`src/common/dmam_pkg.sv`:
```
// Package of the default memory attribute map.
// Assumes a 32-bit address space and one processor clock.
package dmam_pkg;
   // ============================================================
   // Region bounds
   localparam logic [31:0] DMAM_CODE_LO = 32'h0000_0000;
   localparam logic [31:0] DMAM_SRAM_LO = 32'h2000_0000;
   localparam logic [31:0] DMAM_SRAM_HI = 32'h3FFF_FFFF;
   localparam logic [31:0] DMAM_PERI_LO = 32'h4000_0000;
   localparam logic [31:0] DMAM_XRAM_LO = 32'h6000_0000;
   localparam logic [31:0] DMAM_XRAM_HI = 32'h9FFF_FFFF;
   localparam logic [31:0] DMAM_XDEV_LO = 32'hA000_0000;
   localparam logic [31:0] DMAM_XDEV_HI = 32'hDFFF_FFFF;
   localparam logic [31:0] DMAM_PPB_LO  = 32'hE000_0000;
   localparam logic [31:0] DMAM_PPB_HI  = 32'hE00F_FFFF;
   // ============================================================
   // Counters and reset values
   localparam int          DMAM_CNT_W   = 4;
   localparam logic [3:0]  DMAM_CNT_MAX = 4'hF;
   localparam logic [3:0]  DMAM_CNT_RST = 4'h0;
   // ============================================================
   // Types
   typedef enum logic [2:0] {
      DMAM_RG_CODE, DMAM_RG_SRAM, DMAM_RG_PERI, DMAM_RG_XRAM,
      DMAM_RG_XDEV, DMAM_RG_PPB, DMAM_RG_RESV
   } dmam_region_t;
   typedef enum logic [1:0] {
      DMAM_MT_NORMAL, DMAM_MT_DEVICE, DMAM_MT_STRONG, DMAM_MT_NONE
   } dmam_mtype_t;
   typedef enum logic [1:0] {
      DMAM_BAR_DATA_ORDER, DMAM_BAR_DATA_SYNC, DMAM_BAR_INSTR_SYNC
   } dmam_bar_t;
   typedef struct packed {
      dmam_region_t region;
      dmam_mtype_t  mtype;
      logic         execute_never;
      logic         reserved;
   } dmam_attr_t;
   typedef struct packed {
      logic         enable;
      logic         hit;
      dmam_mtype_t  mtype;
      logic         execute_never;
   } dmam_prot_t;
endpackage

```
`src/design/dmam_map.sv`:
```
// Default memory attribute map with access ordering and barriers.
// Assumes the core keeps one request per cycle and pulses done once
// for each issued transaction.
//
// How it works
// - Low code space decodes Normal, executable.
// - Data memory range decodes Normal, executable.
// - Peripheral range decodes Device, execute-never.
// - External data range decodes Normal, executable.
// - External device range decodes Device, execute-never.
// - Private peripheral range decodes Strongly Ordered.
// - Execute-never faults only on execution.
// - Ordering kept per memory type.
// - Device writes bufferable, strongly ordered never.
// - Protection unit attributes override the defaults outside reserved space.
// - Prefetch and speculative fetch always allowed.
// - Accesses issue strictly in program order.
// - Data order barrier drains before next access.
// - Data sync barrier drains before execution.
// - Instruction sync barrier flushes prefetched instructions.
// - Order barrier makes updated vector visible.
// - Flush after code change refetches instructions.
// - Priority change effective after sync barrier.
// - Map switch effective after sync barrier.
// - Strongly ordered accesses kept ordered by hardware.
// - Protection change effective; exception entry flushes.
`timescale 1ns/1ps
module dmam_map
   import dmam_pkg::*;
(
   input  wire logic         clk,
   input  wire logic         reset,
   input  wire dmam_prot_t   fetch_prot,
   input  wire logic         fetch_valid,
   input  wire logic [31:0]  fetch_addr,
   output logic              fetch_attr_valid_q,
   output dmam_attr_t        fetch_attr_q,
   input  wire logic         exec_valid,
   input  wire logic         exec_xn,
   input  wire logic         exc_entry,
   output logic              exec_ready,
   output logic              xn_fault_q,
   output logic              flush_q,
   input  wire dmam_prot_t   data_prot,
   input  wire logic         req_valid,
   input  wire logic [31:0]  req_addr,
   input  wire logic         req_write,
   output logic              req_ready,
   output logic              issue_valid_q,
   output logic [31:0]       issue_addr_q,
   output logic              issue_write_q,
   output dmam_attr_t        issue_attr_q,
   output logic              issue_buf_q,
   output logic              bus_err_q,
   input  wire logic         done,
   input  wire logic         bar_valid,
   input  wire dmam_bar_t    bar_op,
   output logic              bar_ready,
   output logic              sync_done_q
);
   // ============================================================
   // Address decode
   function automatic dmam_attr_t dmam_decode(input logic [31:0] a);
      dmam_attr_t r;
      r = '{DMAM_RG_RESV, DMAM_MT_NONE, 1'b1, 1'b1};
      if (a >= DMAM_CODE_LO && a < DMAM_SRAM_LO) begin
         r = '{DMAM_RG_CODE, DMAM_MT_NORMAL, 1'b0, 1'b0};
      end else if (a <= DMAM_SRAM_HI) begin
         r = '{DMAM_RG_SRAM, DMAM_MT_NORMAL, 1'b0, 1'b0};
      end else if (a >= DMAM_PERI_LO && a < DMAM_XRAM_LO) begin
         r = '{DMAM_RG_PERI, DMAM_MT_DEVICE, 1'b1, 1'b0};
      end else if (a <= DMAM_XRAM_HI) begin
         r = '{DMAM_RG_XRAM, DMAM_MT_NORMAL, 1'b0, 1'b0};
      end else if (a >= DMAM_XDEV_LO && a <= DMAM_XDEV_HI) begin
         r = '{DMAM_RG_XDEV, DMAM_MT_DEVICE, 1'b1, 1'b0};
      end else if (a >= DMAM_PPB_LO && a <= DMAM_PPB_HI) begin
         r = '{DMAM_RG_PPB, DMAM_MT_STRONG, 1'b1, 1'b0};
      end
      return r;
   endfunction

   // Protection unit hit replaces type and execute-never, except in reserved space.
   function automatic dmam_attr_t dmam_apply(input dmam_attr_t d,
                                             input dmam_prot_t p);
      dmam_attr_t r;
      r = d;
      if (p.enable && p.hit && !d.reserved) begin
         r.mtype         = p.mtype;
         r.execute_never = p.execute_never;
      end
      return r;
   endfunction

   // ============================================================
   // Barrier state
   typedef enum logic [1:0] {
      DMAM_ST_IDLE, DMAM_ST_ORDER, DMAM_ST_SYNC
   } dmam_state_t;

   dmam_state_t          state_q;
   dmam_state_t          state_d;
   logic [DMAM_CNT_W-1:0] out_q;
   logic [DMAM_CNT_W-1:0] out_d;
   logic [DMAM_CNT_W-1:0] strong_q;
   logic [DMAM_CNT_W-1:0] strong_d;

   wire dmam_attr_t f_attr = dmam_apply(dmam_decode(fetch_addr), fetch_prot);
   wire dmam_attr_t d_attr = dmam_apply(dmam_decode(req_addr), data_prot);
   wire logic d_strong     = (d_attr.mtype == DMAM_MT_STRONG);
   wire logic d_device     = (d_attr.mtype == DMAM_MT_DEVICE);
   wire logic idle         = (state_q == DMAM_ST_IDLE);
   wire logic drained      = (out_q == DMAM_CNT_RST);
   wire logic cnt_room     = (out_q != DMAM_CNT_MAX);
   // Strongly ordered waits for everything; others wait behind it.
   wire logic order_ok     = d_strong ? drained : (strong_q == DMAM_CNT_RST);
   wire logic take         = req_valid && req_ready;
   wire logic take_ok      = take && !d_attr.reserved;
   wire logic bar_take     = bar_valid && bar_ready;
   wire logic dec          = done && (out_q != DMAM_CNT_RST);
   wire logic dec_strong   = done && (strong_q != DMAM_CNT_RST) && (out_q == strong_q);

   assign req_ready  = idle && order_ok && cnt_room && !reset;
   assign bar_ready  = idle && !reset;
   assign exec_ready = (state_q != DMAM_ST_SYNC) && !reset;

   // ============================================================
   // Barrier sequencing
   always_comb begin
      state_d = state_q;
      case (state_q)
         DMAM_ST_IDLE: begin
            if (bar_take && bar_op == DMAM_BAR_DATA_ORDER) begin
               state_d = DMAM_ST_ORDER;
            end else if (bar_take && bar_op == DMAM_BAR_DATA_SYNC) begin
               state_d = DMAM_ST_SYNC;
            end
         end
         DMAM_ST_ORDER: begin
            if (drained) begin
               state_d = DMAM_ST_IDLE;
            end
         end
         DMAM_ST_SYNC: begin
            if (drained) begin
               state_d = DMAM_ST_IDLE;
            end
         end
         default: begin
            state_d = DMAM_ST_IDLE;
         end
      endcase
   end

   // Outstanding counters: one issue in, one done out per cycle.
   always_comb begin
      out_d    = out_q + DMAM_CNT_W'(take_ok) - DMAM_CNT_W'(dec);
      strong_d = strong_q + DMAM_CNT_W'(take_ok && d_strong)
                 - DMAM_CNT_W'(dec_strong);
   end

   always_ff @(posedge clk) begin
      if (reset) begin
         state_q  <= DMAM_ST_IDLE;
         out_q    <= DMAM_CNT_RST;
         strong_q <= DMAM_CNT_RST;
      end else begin
         state_q  <= state_d;
         out_q    <= out_d;
         strong_q <= strong_d;
      end
   end

   // ============================================================
   // Fetch side and execution faults
   always_ff @(posedge clk) begin
      if (reset) begin
         fetch_attr_valid_q <= 1'b0;
         fetch_attr_q       <= '{DMAM_RG_CODE, DMAM_MT_NORMAL, 1'b0, 1'b0};
         xn_fault_q         <= 1'b0;
         flush_q            <= 1'b0;
         sync_done_q        <= 1'b0;
      end else begin
         fetch_attr_valid_q <= fetch_valid;
         if (fetch_valid) begin
            fetch_attr_q <= f_attr;
         end
         xn_fault_q  <= exec_valid && exec_ready && exec_xn;
         flush_q     <= (bar_take && bar_op == DMAM_BAR_INSTR_SYNC) || exc_entry;
         sync_done_q <= (state_q == DMAM_ST_SYNC) && drained;
      end
   end

   // ============================================================
   // Data issue
   always_ff @(posedge clk) begin
      if (reset) begin
         issue_valid_q <= 1'b0;
         issue_addr_q  <= 32'h0000_0000;
         issue_write_q <= 1'b0;
         issue_attr_q  <= '{DMAM_RG_CODE, DMAM_MT_NORMAL, 1'b0, 1'b0};
         issue_buf_q   <= 1'b0;
         bus_err_q     <= 1'b0;
      end else begin
         issue_valid_q <= take_ok;
         bus_err_q     <= take && d_attr.reserved;
         if (take_ok) begin
            issue_addr_q  <= req_addr;
            issue_write_q <= req_write;
            issue_attr_q  <= d_attr;
            issue_buf_q   <= req_write && d_device;
         end
      end
   end

   // ============================================================
   // Checks
   AST_RESV_ERR: assert property (@(posedge clk) disable iff (reset)
      take && d_attr.reserved |=> bus_err_q && !issue_valid_q)
      else $error("reserved access not refused");
   AST_PERI_DEV: assert property (@(posedge clk) disable iff (reset)
      take_ok && req_addr[31:29] == 3'h2 && !(data_prot.enable && data_prot.hit)
      |=> issue_attr_q.mtype == DMAM_MT_DEVICE && issue_attr_q.execute_never)
      else $error("peripheral not device xn");
   AST_XN_FAULT: assert property (@(posedge clk) disable iff (reset)
      exec_valid && exec_ready && exec_xn |=> xn_fault_q)
      else $error("no fault on xn execute");
   AST_PREFETCH: assert property (@(posedge clk) disable iff (reset)
      !exec_valid |=> !xn_fault_q)
      else $error("fault without execution");
   AST_STRONG_WAIT: assert property (@(posedge clk) disable iff (reset)
      take_ok && d_strong |-> out_q == DMAM_CNT_RST)
      else $error("strong access with outstanding");
   AST_NO_BUF: assert property (@(posedge clk) disable iff (reset)
      issue_valid_q && issue_attr_q.mtype == DMAM_MT_STRONG |-> !issue_buf_q)
      else $error("strong write buffered");
   AST_ORDER_BLOCK: assert property (@(posedge clk) disable iff (reset)
      state_q == DMAM_ST_ORDER |-> !req_ready)
      else $error("issue during order barrier");
   AST_BAR_BUSY: assert property (@(posedge clk) disable iff (reset)
      state_q != DMAM_ST_IDLE |-> !bar_ready && !take_ok)
      else $error("barrier or issue taken while draining");
   AST_ORDER_DRAIN: assert property (@(posedge clk) disable iff (reset)
      state_q == DMAM_ST_ORDER && drained |=> state_q == DMAM_ST_IDLE)
      else $error("order barrier did not end");
   AST_SYNC_STALL: assert property (@(posedge clk) disable iff (reset)
      state_q == DMAM_ST_SYNC && !drained |-> !exec_ready && !req_ready)
      else $error("execution during sync barrier");
   AST_SYNC_END: assert property (@(posedge clk) disable iff (reset)
      state_q == DMAM_ST_SYNC && drained |=> sync_done_q && exec_ready)
      else $error("sync barrier did not end");
   AST_FLUSH: assert property (@(posedge clk) disable iff (reset)
      bar_take && bar_op == DMAM_BAR_INSTR_SYNC |=> flush_q)
      else $error("no flush on instruction barrier");
   AST_PROT: assert property (@(posedge clk) disable iff (reset)
      fetch_valid && fetch_prot.enable && fetch_prot.hit && !f_attr.reserved
      |=> fetch_attr_q.execute_never == $past(fetch_prot.execute_never))
      else $error("protection override lost");
endmodule

```
`config.mk`:
```
export PLATFORM = sky130hd
export DESIGN_NAME = dmam_map
export DESIGN_NICKNAME = d
export VERILOG_FILES = /design/src/common/dmam_pkg.sv /design/src/design/dmam_map.sv
export SDC_FILE = /design/constraint.sdc
export NUM_CORES = 1
export LEC_CHECK = 0
export BUFFER_PORTS_ARGS = -buffer_cell sky130_fd_sc_hd__clkbuf_2
export CORE_AREA = 2 2 91 93
export DETAILED_ROUTE_END_ITERATION = 8
export DIE_AREA = 0 0 93 95
export PLACE_DENSITY = 0.75
export SKIP_LAST_GASP = 1
export SLEW_MARGIN = 40
export SYNTH_ARGS = -nofsm -noshare
export SYNTH_HDL_FRONTEND = slang
export SYNTH_SLANG_ARGS = --single-unit
```
`constraint.sdc`:
```
create_clock -name clk -period 6.3 [get_ports clk]
set_clock_uncertainty 0.05 [all_clocks]
set_input_delay 1.26 -clock clk [delete_from_list [all_inputs] [get_ports clk]]
set_output_delay 1.26 -clock clk [all_outputs]
set_load 0.01 [all_outputs]
```
# == Word-level counts from Yosys, hierarchy flattened ==
# Index checks and enable logic that the tools add are counted.
# W data, S select, Z words.
# op_classes
reduce_logical,44
n_eq_ne,11
addsub,4
order_cmp,20
mux,19
# op_table
cell,n
$le A32 B32 Y1 const B,6
$ge A32 B32 Y1 const B,4
$ge A32 B1 Y1 const B,2
$ge A32 B31 Y1 const B,2
$le A32 B30 Y1 const B,2
$lt A32 B30 Y1 const B,2
$lt A32 B31 Y1 const B,2
$mux W7,8
$logic_and A1 B1 Y1,32
$mux W6,4
$add A4 B1 Y4,2
$logic_not A4 Y1,2
$reduce_bool A4 Y1,2
$sub A4 B1 Y4,2
$eq A2 B1 Y1 const B,3
$eq A2 B2 Y1 const B,3
$mux W2,3
$mux W3,2
$eq A4 B4 Y1,1
$logic_not A2 Y1,2
$ne A4 B4 Y1 const B,1
$pmux W2 S2,1
$logic_not A1 Y1,3
$ne A3 B1 Y1 const B,1
other kinds (6),6
# word_totals
word_cells,118
register_bits,64

# == Longest topological paths before layout ==
# Gate-level depths: netlist of the first run.
# logic_depth
ltp_word,21
depth_mapped,17

# == Worst setup path after synthesis of the first run ==
# OpenSTA, ideal clock, no wires.
# synth_timing
kind,input port to flip-flop
start,input req_addr[21]
end,register strong_q[2]
slack_ps,2653
arrival_time_ps,3469
required_time_ps,6122
cell_stages,14
setup_ps,128
path_cell_list,nor4_4 -> nand3_1 -> o21ai_2 -> and3_1 -> buf_4 -> inv_6 -> buf_4 -> ha_1 -> inv_1 -> ha_1 -> inv_1 -> fa_1 -> xor2_1 -> nor2_1
# synth_via
elab_chain_cells,21
# synth_rtl
element,line,source
from (decl),dmam_map.sv:46,"input wire logic [31:0] req_addr,"
$ge A32 B32 Y1 / $le A32 B32 Y1 (equally long branches),dmam_map.sv:76,end else if (a >= DMAM_PPB_LO && a <= DMAM_PPB_HI) begin
$logic_and A1 B1 Y1,dmam_map.sv:76,
$mux W6,dmam_map.sv:76,
$mux W6,dmam_map.sv:74,end else if (a >= DMAM_XDEV_LO && a <= DMAM_XDEV_HI) begin
$mux W7,dmam_map.sv:72,end else if (a <= DMAM_XRAM_HI) begin
$mux W7,dmam_map.sv:70,end else if (a >= DMAM_PERI_LO && a < DMAM_XRAM_LO) begin
$mux W7,dmam_map.sv:68,end else if (a <= DMAM_SRAM_HI) begin
$mux W7 *,dmam_map.sv:66,if (a >= DMAM_CODE_LO && a < DMAM_SRAM_LO) begin
(+3 left out),n/a,
$eq A2 B2 Y1,dmam_map.sv:109,wire logic d_strong = (d_attr.mtype == DMAM_MT_STRONG);
$mux W1,dmam_map.sv:115,wire logic order_ok = d_strong ? drained : (strong_q == DMAM_CNT_RST);
$logic_and A1 B1 Y1 (3 in series),dmam_map.sv:122,assign req_ready = idle && order_ok && cnt_room && !reset;
$logic_and A1 B1 Y1,dmam_map.sv:116,wire logic take = req_valid && req_ready;
$logic_and A1 B1 Y1,dmam_map.sv:117,wire logic take_ok = take && !d_attr.reserved;
$logic_and A1 B1 Y1 *,dmam_map.sv:157,strong_d = strong_q + DMAM_CNT_W'(take_ok && d_strong)
$add A4 B1 Y4 *,dmam_map.sv:157,
$sub A4 B1 Y4 *,dmam_map.sv:158,- DMAM_CNT_W'(dec_strong);
to (signal assigned),dmam_map.sv:169,strong_q <= strong_d;
to (decl),dmam_map.sv:104,logic [DMAM_CNT_W-1:0] strong_q;
# Mark *: on every way between the ends. The rest lies on a longest branch, timed or not.
# A chain may end at the register's enable or synchronous reset.

# == Worst setup path after layout of the first run ==
# layout_timing
start,input req_addr[26]
end,register out_q[2]
# layout_via
elab_chain_cells,20
# layout_rtl
element,line,source
$ge A32 B32 Y1 / $le A32 B32 Y1 (equally long branches),dmam_map.sv:76,
$logic_and A1 B1 Y1,dmam_map.sv:76,
$mux W6,dmam_map.sv:76,
$mux W6,dmam_map.sv:74,
$mux W7,dmam_map.sv:72,
$mux W7,dmam_map.sv:70,
$mux W7,dmam_map.sv:68,
$mux W7 *,dmam_map.sv:66,
(+2 left out),n/a,
$mux W3,dmam_map.sv:87,if (p.enable && p.hit && !d.reserved) begin
$eq A2 B2 Y1,dmam_map.sv:109,
$mux W1,dmam_map.sv:115,
$logic_and A1 B1 Y1 (3 in series),dmam_map.sv:122,
$logic_and A1 B1 Y1,dmam_map.sv:116,
$logic_and A1 B1 Y1 *,dmam_map.sv:117,
$add A4 B1 Y4 *,dmam_map.sv:156,out_d = out_q + DMAM_CNT_W'(take_ok) - DMAM_CNT_W'(dec);
$sub A4 B1 Y4 *,dmam_map.sv:156,
to (signal assigned),dmam_map.sv:168,out_q <= out_d;
to (decl),dmam_map.sv:102,logic [DMAM_CNT_W-1:0] out_q;
# Marks and branches as above.

==> flow_metrics.tcl, run 1 <==
set metrics [dict create \
    postCtsSetupBuffers 0 \
    synth_flop_cell "dfxtp_1" \
    cts.sinks 64 \
    required_ns 6.45 \
    worstHoldStart "issue_addr_q[3]$_SDFFE_PP0N_" \
    min_to "issue_addr_q[3]$_SDFFE_PP0N_" \
    netlist_instances 353 \
    io_pins 143 \
    nets 571 \
    cts_tree "built" \
    cellLeakagePower_nw 1.75 \
    postCtsHoldBufs 0 \
    drc 0 \
    ys_async_sr_fraction_pct 0 \
    cp.arrival_ns 4.33 \
    hp-class "reg -> reg" \
    slew_viol_final 0 \
    cp_max_fo 36 \
    pwr-share-clk_pct 26.2 \
    internal_power_uw 836 \
    drt-total-wl_um 7940 \
    yosys-top-cells-count "64 x dfxtp_1, 43 x nand3_1, 42 x a21oi_1, 30 x o21ai_0, 20 x nor2_1" \
    worstMarginPinSlew_ns 0.622 \
    setup_viol 0 \
    synth.avg_cell_area_um2 8.58 \
    p_per_area_nw_per_um2 330 \
    min_path_cells 2 \
    drt_iter0_markers 133 \
    p_seq_share_pct 39.5 \
    finalCriticalPeriod_ns 4.17 \
    fp.dieArea_um2 8840 \
    chipHeight_um 95 \
    portBuffers 122 \
    reg2reg_to "out_q[2]$_SDFF_PP0_" \
    p_sw_uw 454 \
    clk_pin_slew_ns 0.07 \
    netlist.area_leader.share_pct 42.3 \
    drive_above_1_share_pct 33.7 \
    routedWlPerCell_um 13.7 \
    pre_cts_ws_ns 1.77 \
    ir_worst_vdd_mv 0.148 \
    cts_resized 0 \
    ys_seq_area_share_pct 42.3 \
    setup.worst_path.class "in -> reg" \
    start_util_pct 38.2 \
    gp_congestion 0.786 \
    switching_share_pct 35.2 \
    antenna_found_initial 0 \
    startpoint_type "primary input" \
    placed_area_um2 3710 \
    overflow 0 \
    cts_made_buffers 9 \
    rrSetupSlack_ns 2.69 \
    synth.distinct_cells 56 \
    track_usage_pct 18.1 \
    synth_nets 454 \
    drv_cap 0 \
    synth_most_common_cell "dfxtp_1" \
    layout_setup_ws_ns 2.13 \
    hpwl_um 5700 \
    fin_setup_tns_ns 0 \
    vias 2957 \
    die_x_um 93 \
    ys_seq_elements 64 \
    end_kind "flop" \
    grt_pass1_vias 2757 \
    reg2reg_depth 16 \
    area.growth.synth_to_final_pct 28.9 \
    clockBufferDepth 2 \
    root_buffer "clkbuf_8" \
    drtAntennaViolNets 0 \
    first_pass_iters 4 \
    fmax_ghz 0.240 \
    synth_area_leaders "dfxtp_1 42%, nand3_1 7.1%, a21oi_1 6.9%, ha_1 5.4%, o21ai_0 5.0%" \
    status "finished, final reports clean" \
    synth_top_area_cell "dfxtp_1" \
    design_area_um2 3900 \
    num_rows 33 \
    rsz0062_at_grt "false" \
    yosysWarningCount 0 \
    pwr-share-comb_pct 34.3 \
    r2r_start "out_q[2]$_SDFF_PP0_" \
    hold_viol_final 0 \
    core_area_um2 7930 \
    period_share_pct 66.3 \
    viasPerCell 5.10 \
    synth_edf_count 0 \
    clk_latency_ns 0.34 \
    slew_headroom_pct 58.5 \
    synth.cell_area_um2 3030 \
    grt_max_degree 59 \
    htreeDepth 3 \
    grt_pass1_wl_um 12600 \
    n_antenna_cell 0 \
]
power by group through the flow:
stage	Clock (mW)	Sequential, mW	Combinational, mW
final	0.338	0.510	0.442
after global routing	0.367	0.518	0.501
after detailed placement	0	0.519	0.443
after CTS	0.349	0.510	0.447
after floorplan	0	0.533	0.284
after global placement	0	0.516	0.417
per-stage QoR:
step	power, mW	hold slack (ns)	std cells	util, %
3_5_place_dp	0.962	0.408	564	46.8
3_3_place_gp	0.933	0.396	562	46.6
6_report	1.29	0.417	580	49.2
2_1_floorplan	0.816	0.432	353	-
5_1_grt	1.39	0.431	580	49.2
4_1_cts	1.31	0.419	580	49.2
final cells by class:
cell class,count,area (µm²)
clock buffers,11,151
repair buffers,127,656
inverters,20,82.6
clock inverters,5,38.8
fillers,806,4020
multi-input cells,248,1560
flip-flops and latches,64,1280
well taps,105,131
per-layer routing:
layer / routed length (µm) / vias to the layer above / part of all wire, % / track usage (%)
li1: - / 1482 / - / -
met1: 3260 / 1373 / 41 / 20.9
met2: 3990 / 90 / 50 / 31.0
met3: 564 / 12 / 7.1 / 5.91
met4: 120 / 0 / 1.5 / 7.48
met5: 0 / - / 0 / 0
worst max path at each step:
stage / slack [ns] / endpoint / start / cells after the start
3_5_place_dp: 1.77 / out_q[2]$_SDFF_PP0_ / req_addr[26] / 15
4_1_cts: 2.12 / out_q[2]$_SDFF_PP0_ / req_addr[26] / 15
2_1_floorplan: 2.65 / strong_q[2]$_SDFF_PP0_ / req_addr[21] / 14
5_1_grt: 1.95 / out_q[2]$_SDFF_PP0_ / req_addr[26] / 15
6_report: 2.13 / out_q[2]$_SDFF_PP0_ / req_addr[26] / 15
3_3_place_gp: 1.80 / out_q[2]$_SDFF_PP0_ / req_addr[26] / 15
cell families after synthesis:
family	count (synthesis)	synth area share, %
buf+inv	41	6.32
compound gates	103	19.8
simple gates	115	20.1
flops	64	42.3
mux	8	2.77
xor+xnor	7	2.02
fa+ha+maj	15	6.69
registers in the layout, summed over array words and instances (netlist names):
name / cells
issue_addr_q: 32
fetch_attr_q: 7
issue_attr_q: 7
out_q: 4
strong_q: 4
state_q: 2
bus_err_q: 1
fetch_attr_valid_q: 1
flush_q: 1
issue_buf_q: 1
issue_valid_q: 1
issue_write_q: 1
sync_done_q: 1
xn_fault_q: 1
critical path, stage by stage:
cell and delay (ns):
clkbuf_2 0.10, nor3_1 0.38, nand3_1 0.19, o21ai_2 0.30, and3_1 0.20, buf_4 0.33, inv_6 0.19, nand2_4 0.15
inv_4 0.06, ha_1 0.27, inv_1 0.04, ha_1 0.20, fa_1 0.40, xnor2_1 0.17, nor2_1 0.05
layout by cell type (no fill, tap or decap), types with 3 or more instances in the layout:
cell | netlist | final
clkbuf_8 | 0 | 11
dfxtp_1 | 64 | 64
inv_6 | 1 | 3
o21ai_0 | 30 | 30
inv_1 | 18 | 18
and3_1 | 4 | 4
nor3_1 | 3 | 3
a21oi_1 | 42 | 42
a21o_1 | 3 | 3
a311oi_1 | 3 | 3
mux2_2 | 3 | 3
or3_1 | 3 | 3
nand2_1 | 17 | 17
nor2b_1 | 8 | 8
clkbuf_2 | 5 | 122
nor2_1 | 20 | 20
nor3b_1 | 3 | 3
mux2i_1 | 5 | 5
nand3_1 | 43 | 43
buf_4 | 5 | 3
o21ai_1 | 6 | 6
ha_1 | 13 | 13
nand2b_1 | 3 | 3
xnor2_1 | 6 | 6
(Power assumes the default switching activity.)
==> run 2: changes to the inputs <==
ABC_AREA = 1   (was not set)
CORE_AREA = 2 2 92 94   (was 2 2 91 93)
DIE_AREA = 0 0 94 96   (was 0 0 93 95)
PLACE_DENSITY = 0.79   (was 0.75)
clock period = 3.45 ns   (was 6.3 ns; I/O delays follow)
==> run 2 against run 1 <==
Compared with the run above: first-iteration DRC count up 5.3%; critical path depth decreased by 3; clock power grew 120%; utilization rose by 1.5 points; cell count rose by 18%; cell area grew 4.6%; sequential power up 95%; routed wire length up 3.4%; largest power group is now combinational logic.
==> flow_metrics.tcl, run 2 <==
set metrics [dict create \
    ys_seq_area_share_pct 40.7 \
    clk_pin_slew_ns 0.07 \
    grt_pass1_wl_um 13300 \
    synth_edf_count 0 \
    reg2reg_depth 18 \
    setup_viol 0 \
    drt_iter0_markers 140 \
    grt_max_degree 41 \
    fin_setup_tns_ns 0 \
    final_common_cell "clkbuf_2" \
    nFillCells 790 \
    min_path_cells 2 \
    gr-usage-met2_pct 32.0 \
    chipHeight_um 96 \
    p_per_area_nw_per_um2 668 \
    slew_viol_final 0 \
    rsz0062_at_grt "false" \
    holdWs_ns 0.406 \
    portBuffers 122 \
    drc 0 \
    regMostFlops "issue_addr_q" \
    htreeDepth 3 \
    synth.cell_area_um2 3150 \
    startpoint_type "primary input" \
    drv_cap 0 \
    synth_most_common_cell "nor2_1" \
    cp_max_fo 40 \
    clk_latency_ns 0.34 \
    area.growth.synth_to_final_pct 29.7 \
    use_met1_pct 21.3 \
    netlist.area_leader.share_pct 40.7 \
    hpwl_um 5970 \
    gp_congestion 0.847 \
    root_buffer "clkbuf_8" \
    slew_headroom_pct 70.2 \
    vias 3261 \
    largest_reg_flops 32 \
    period_share_pct 92.3 \
    synth.avg_cell_area_um2 6.95 \
    first_pass_iters 4 \
    num_rows 33 \
    required_ns 2.71 \
    overflow 0 \
    cts_tree "built" \
    synth.distinct_cells 33 \
    routedWlPerCell_um 12.0 \
    core_area_um2 8050 \
    postCtsHoldBufs 0 \
    worstMarginPinSlew_ns 0.445 \
    finalCriticalPeriod_ns 3.18 \
    antenna_found_initial 0 \
    die_x_um 94 \
    track_usage_pct 18.3 \
    yosysWarningCount 0 \
    synth_top_area_cell "dfxtp_1" \
    postCtsSetupBuffers 0 \
    fp.dieArea_um2 9020 \
    ys_seq_elements 64 \
    setup.worst_path.class "in -> out" \
    cts.sinks 64 \
    cts_resized 0 \
    hold_viol_final 0 \
    cp.arrival_ns 2.44 \
    io_pins 143 \
    n_antenna_cell 0 \
    status "finished, final reports clean" \
    synth_area_leaders "dfxtp_1 41%, nor2_1 12%, nand2_1 8.9%, inv_1 7.7%, nand4_1 7.5%" \
    ys_async_sr_fraction_pct 0 \
    ir_worst_vdd_mv 0.316 \
    hp-class "reg -> reg" \
    use_met3_pct 4.46 \
    synth_flop_cell "dfxtp_1" \
    viasPerCell 4.78 \
    netlist_instances 453 \
    grt.busiest_layer "met2" \
    grt_pass1_vias 3039 \
    nets 673 \
    yosys-top-cells-count "102 x nor2_1, 75 x nand2_1, 65 x inv_1, 64 x dfxtp_1, 38 x nand4_1" \
    cellLeakagePower_nw 2.16 \
    biggestRegsByFlops "issue_addr_q (32), fetch_attr_q (7), issue_attr_q (7)" \
    final_cell_mix "122 x clkbuf_2, 102 x nor2_1, 75 x nand2_1" \
    clockBufferDepth 2 \
    drive_above_1_share_pct 26.3 \
    fmax_ghz 0.314 \
    drt-total-wl_um 8220 \
    cts_made_buffers 9 \
    drtAntennaViolNets 0 \
    start_util_pct 39.1 \
    synth_nets 554 \
    end_kind "output pin" \
]
run 2: changes by cell type in the layout (fill, tap and decap cells not counted), moves of 8 or more:
cell     change
nor2b_1      -8
nand3_1     -26
inv_1       +47
nor2_1      +82
nand2_1     +58
o21ai_0     -18
nand4_1     +37
a21oi_1     -25
run 2: report_power, final:
part | leakage, nW | internal [mW] | switching [mW]
Combinational | 1.53 | 0.397 | 0.611
Sequential | 0.524 | 0.896 | 0.0954
Clock | 0.109 | 0.429 | 0.302
run 2: cell families (layout without fill, tap and decap cells):
kind of cell | after synthesis | in the layout | share of synthesized area (%)
flip-flops | 64 | 64 | 40.7
adder cells (fa/ha/maj) | 15 | 15 | 6.43
AND/OR/NAND/NOR | 243 | 243 | 33.9
XOR/XNOR | 3 | 3 | 0.834
buffers and inverters | 90 | 214 | 11.2
AO/OA/AOI/OAI | 38 | 38 | 6.99
run 2: layout make-up:
| class | count | area (µm²) | area share, % |
|---|---|---|---|
| clock buffers | 10 | 138 | 3.37 |
| clock inverters | 6 | 92.6 | 2.27 |
| repair buffers | 130 | 671 | 16.4 |
| well taps | 105 | 131 | 3.22 |
| flip-flops and latches | 64 | 1280 | 31.4 |
| inverters | 68 | 255 | 6.25 |
| multi-input cells | 299 | 1520 | 37.1 |
run 2: path summary, 6_finish.rpt:
kind | startpoint | endpoint | slack [ns]
setup / recovery | req_addr[21] | req_ready | 0.27
hold / removal | issue_attr_q[0]$_SDFFE_PP0N_ | issue_attr_q[0]$_SDFFE_PP0N_ | 0.41
setup reg to reg | state_q[0]$_SDFFE_PP0P_ | strong_q[2]$_SDFF_PP0_ | 0.79
hold reg to reg | issue_attr_q[0]$_SDFFE_PP0N_ | issue_attr_q[0]$_SDFFE_PP0N_ | 0.41
run 2: stage by stage:
stage	instance area [µm²]	power, mW	setup WS (ns)	util [%]	cells
2_1_floorplan	3150	1.70	0.178	-	453
3_3_place_gp	3850	1.97	0.107	47.9	666
3_5_place_dp	3850	2.02	0.0705	47.9	666
4_1_cts	4090	2.77	0.256	50.7	682
5_1_grt	4090	2.97	0.0741	50.7	682
6_report	4090	2.73	0.267	50.7	682
run 2: worst max-delay path: stages:
cell and delay [ns]:
clkbuf_2 0.09, nor2_1 0.15, nand3_1 0.17, o21bai_4 0.19
nand2_2 0.08, nand2_1 0.07, nand2_1 0.06, nor2_1 0.13
nor2_1 0.08, nor2_4 0.13, buf_4 0.38, clkbuf_2 0.21
run 2: metal layers:
layer / share of wire, % / wire length [µm] / up-vias
li1: - / - / 1685
met1: 41 / 3360 / 1443
met2: 50 / 4090 / 120
met3: 7.4 / 606 / 13
met4: 1.9 / 156 / 0
met5: 0 / 0 / -
==> run 3: changes to the inputs <==
PLACE_DENSITY = 0.76   (was 0.79)
clock period = 3.4 ns   (was 3.45 ns; I/O delays follow)
==> run 3 against run 2 <==
Compared with the run above: flip-flop and latch count unchanged; largest cell class unchanged; count of clock-buffer cells in the layout is 2 higher; critical path depth stayed put; routed wire length rose by 1.7%; utilization about the same; largest power group unchanged; die area unchanged.
==> flow_metrics.tcl, run 3 (synthesized netlist as in run 2, its figures left out) <==
set metrics [dict create \
    postCtsHoldBufs 0 \
    reg2reg_depth 18 \
    reg2reg_to "strong_q[2]$_SDFF_PP0_" \
    final_util_pct 50.8 \
    worstMarginPinSlew_ns 0.441 \
    period_share_pct 93.4 \
    biggestRegsByFlops "issue_addr_q (32), fetch_attr_q (7), issue_attr_q (7)" \
    finalCriticalPeriod_ns 3.18 \
    postCtsSetupBuffers 0 \
    area.growth.synth_to_final_pct 29.7 \
    end_kind "output pin" \
    ff_latch_area_um2 1280 \
    io_pins 143 \
    n_antenna_cell 0 \
    hp-class "reg -> reg" \
    num_rows 33 \
    fp.dieArea_um2 9020 \
    rsz0062_at_grt "false" \
    drt_iter0_markers 112 \
    viasPerCell 4.83 \
    hold_viol_final 0 \
    slew_viol_final 0 \
    die_x_um 94 \
    drt-total-wl_um 8350 \
    grt_pass1_wl_um 13500 \
    routedWlPerCell_um 12.2 \
    nFillCells 794 \
    r2r_start "state_q[0]$_SDFFE_PP0P_" \
    drc 0 \
    chipHeight_um 96 \
    clk_pin_slew_ns 0.07 \
    slew_headroom_pct 70.4 \
    vias 3306 \
    largest_reg_flops 32 \
    antenna_found_initial 0 \
    cts_made_buffers 9 \
    first_pass_iters 4 \
    fmax_ghz 0.315 \
    grt_pass1_vias 3088 \
    crit_path_end "req_ready" \
    clk_latency_ns 0.33 \
    setup_viol 0 \
    drtAntennaViolNets 0 \
    nets 676 \
    portBuffers 122 \
    required_ns 2.67 \
    cp.arrival_ns 2.45 \
    drv_cap 0 \
    setup.worst_path.class "in -> out" \
    status "finished, final reports clean" \
    core_area_um2 8050 \
    final_common_cell "clkbuf_2" \
    p_per_area_nw_per_um2 667 \
    track_usage_pct 18.6 \
    rrSetupSlack_ns 0.78 \
    multi_input_area_um2 1520 \
    clockBufferDepth 2 \
    cp_max_fo 40 \
    cellLeakagePower_nw 2.18 \
    startpoint "req_addr[21]" \
    root_buffer "clkbuf_8" \
    cts.sinks 64 \
    htreeDepth 3 \
    cts_tree "built" \
    drive_above_1_share_pct 26.8 \
    fin_setup_tns_ns 0 \
    hpwl_um 6040 \
    grt_max_degree 41 \
    cts_resized 0 \
    ir_worst_vdd_mv 0.322 \
    overflow 0 \
    startpoint_type "primary input" \
    final_cell_mix "122 x clkbuf_2, 102 x nor2_1, 75 x nand2_1" \
    start_util_pct 39.1 \
    gp_congestion 0.882 \
    regMostFlops "issue_addr_q" \
]
==> run 3: cell count changes in the layout (fill, tap and decap cells not counted), sizes merged <==
cell / before / now
buf: 8 / 11
clkbuf: 132 / 134
clkinvlp: 2 / 0
bufinv: 2 / 1
==> run 3: cell type report <==
type	instances	share of cell area, %
multi-input combinational	299	37.2
clock buffer	12	4.04
clock inverter	3	0.979
inverter	68	6.24
timing repair buffer	133	17.0
tap	105	3.21
sequential	64	31.3
==> run 3: where the power goes <==
part           switching, mW  total [mW]  leakage, nW  internal (mW)
Clock                  0.286       0.679        0.108          0.393
Combinational          0.622        1.04         1.54          0.414
Sequential             0.101        1.01        0.524          0.910
==> run 3: worst min-delay path by stage <==
stage	from	to	slack, ns	cells after the start
after global placement	issue_attr_q[0]$_SDFFE_PP0N_	issue_attr_q[0]$_SDFFE_PP0N_	0.38	2
final	issue_attr_q[0]$_SDFFE_PP0N_	issue_attr_q[0]$_SDFFE_PP0N_	0.40	2
after floorplan	state_q[0]$_SDFFE_PP0P_	state_q[0]$_SDFFE_PP0P_	0.39	2
after CTS	issue_attr_q[0]$_SDFFE_PP0N_	issue_attr_q[0]$_SDFFE_PP0N_	0.40	2
after detailed placement	issue_attr_q[0]$_SDFFE_PP0N_	issue_attr_q[0]$_SDFFE_PP0N_	0.39	2
after global routing	issue_attr_q[0]$_SDFFE_PP0N_	issue_attr_q[0]$_SDFFE_PP0N_	0.43	2
==> run 3: stage by stage <==
stage / instances / power, mW / hold slack, ns / setup WS (ns) / instance area [µm²]
floorplan: 453 / 1.73 / 0.389 / 0.138 / 3150
global placement: 669 / 2.01 / 0.384 / 0.0672 / 3880
detailed placement: 669 / 2.06 / 0.386 / 0.0317 / 3880
CTS: 684 / 2.74 / 0.398 / 0.196 / 4080
global route: 684 / 2.96 / 0.427 / 0.0296 / 4090
finish: 684 / 2.73 / 0.397 / 0.223 / 4090
==> run 3: worst max-delay path: stages <==
cell and delay (ns):
clkbuf_2 0.10, nor2_1 0.10, nand3_1 0.17, o21bai_4 0.22, nand2_2 0.09, nand2_1 0.07, nand2_1 0.06, nor2_1 0.14
nor2_1 0.09, nor2_4 0.13, buf_4 0.38, clkbuf_2 0.21
==> run 3: layer usage <==
layer	GRT usage, %	part of all wire, %
met3	4.46	6.4
met5	0	0
met4	6.64	1.0
met2	32.0	49
met1	22.6	43
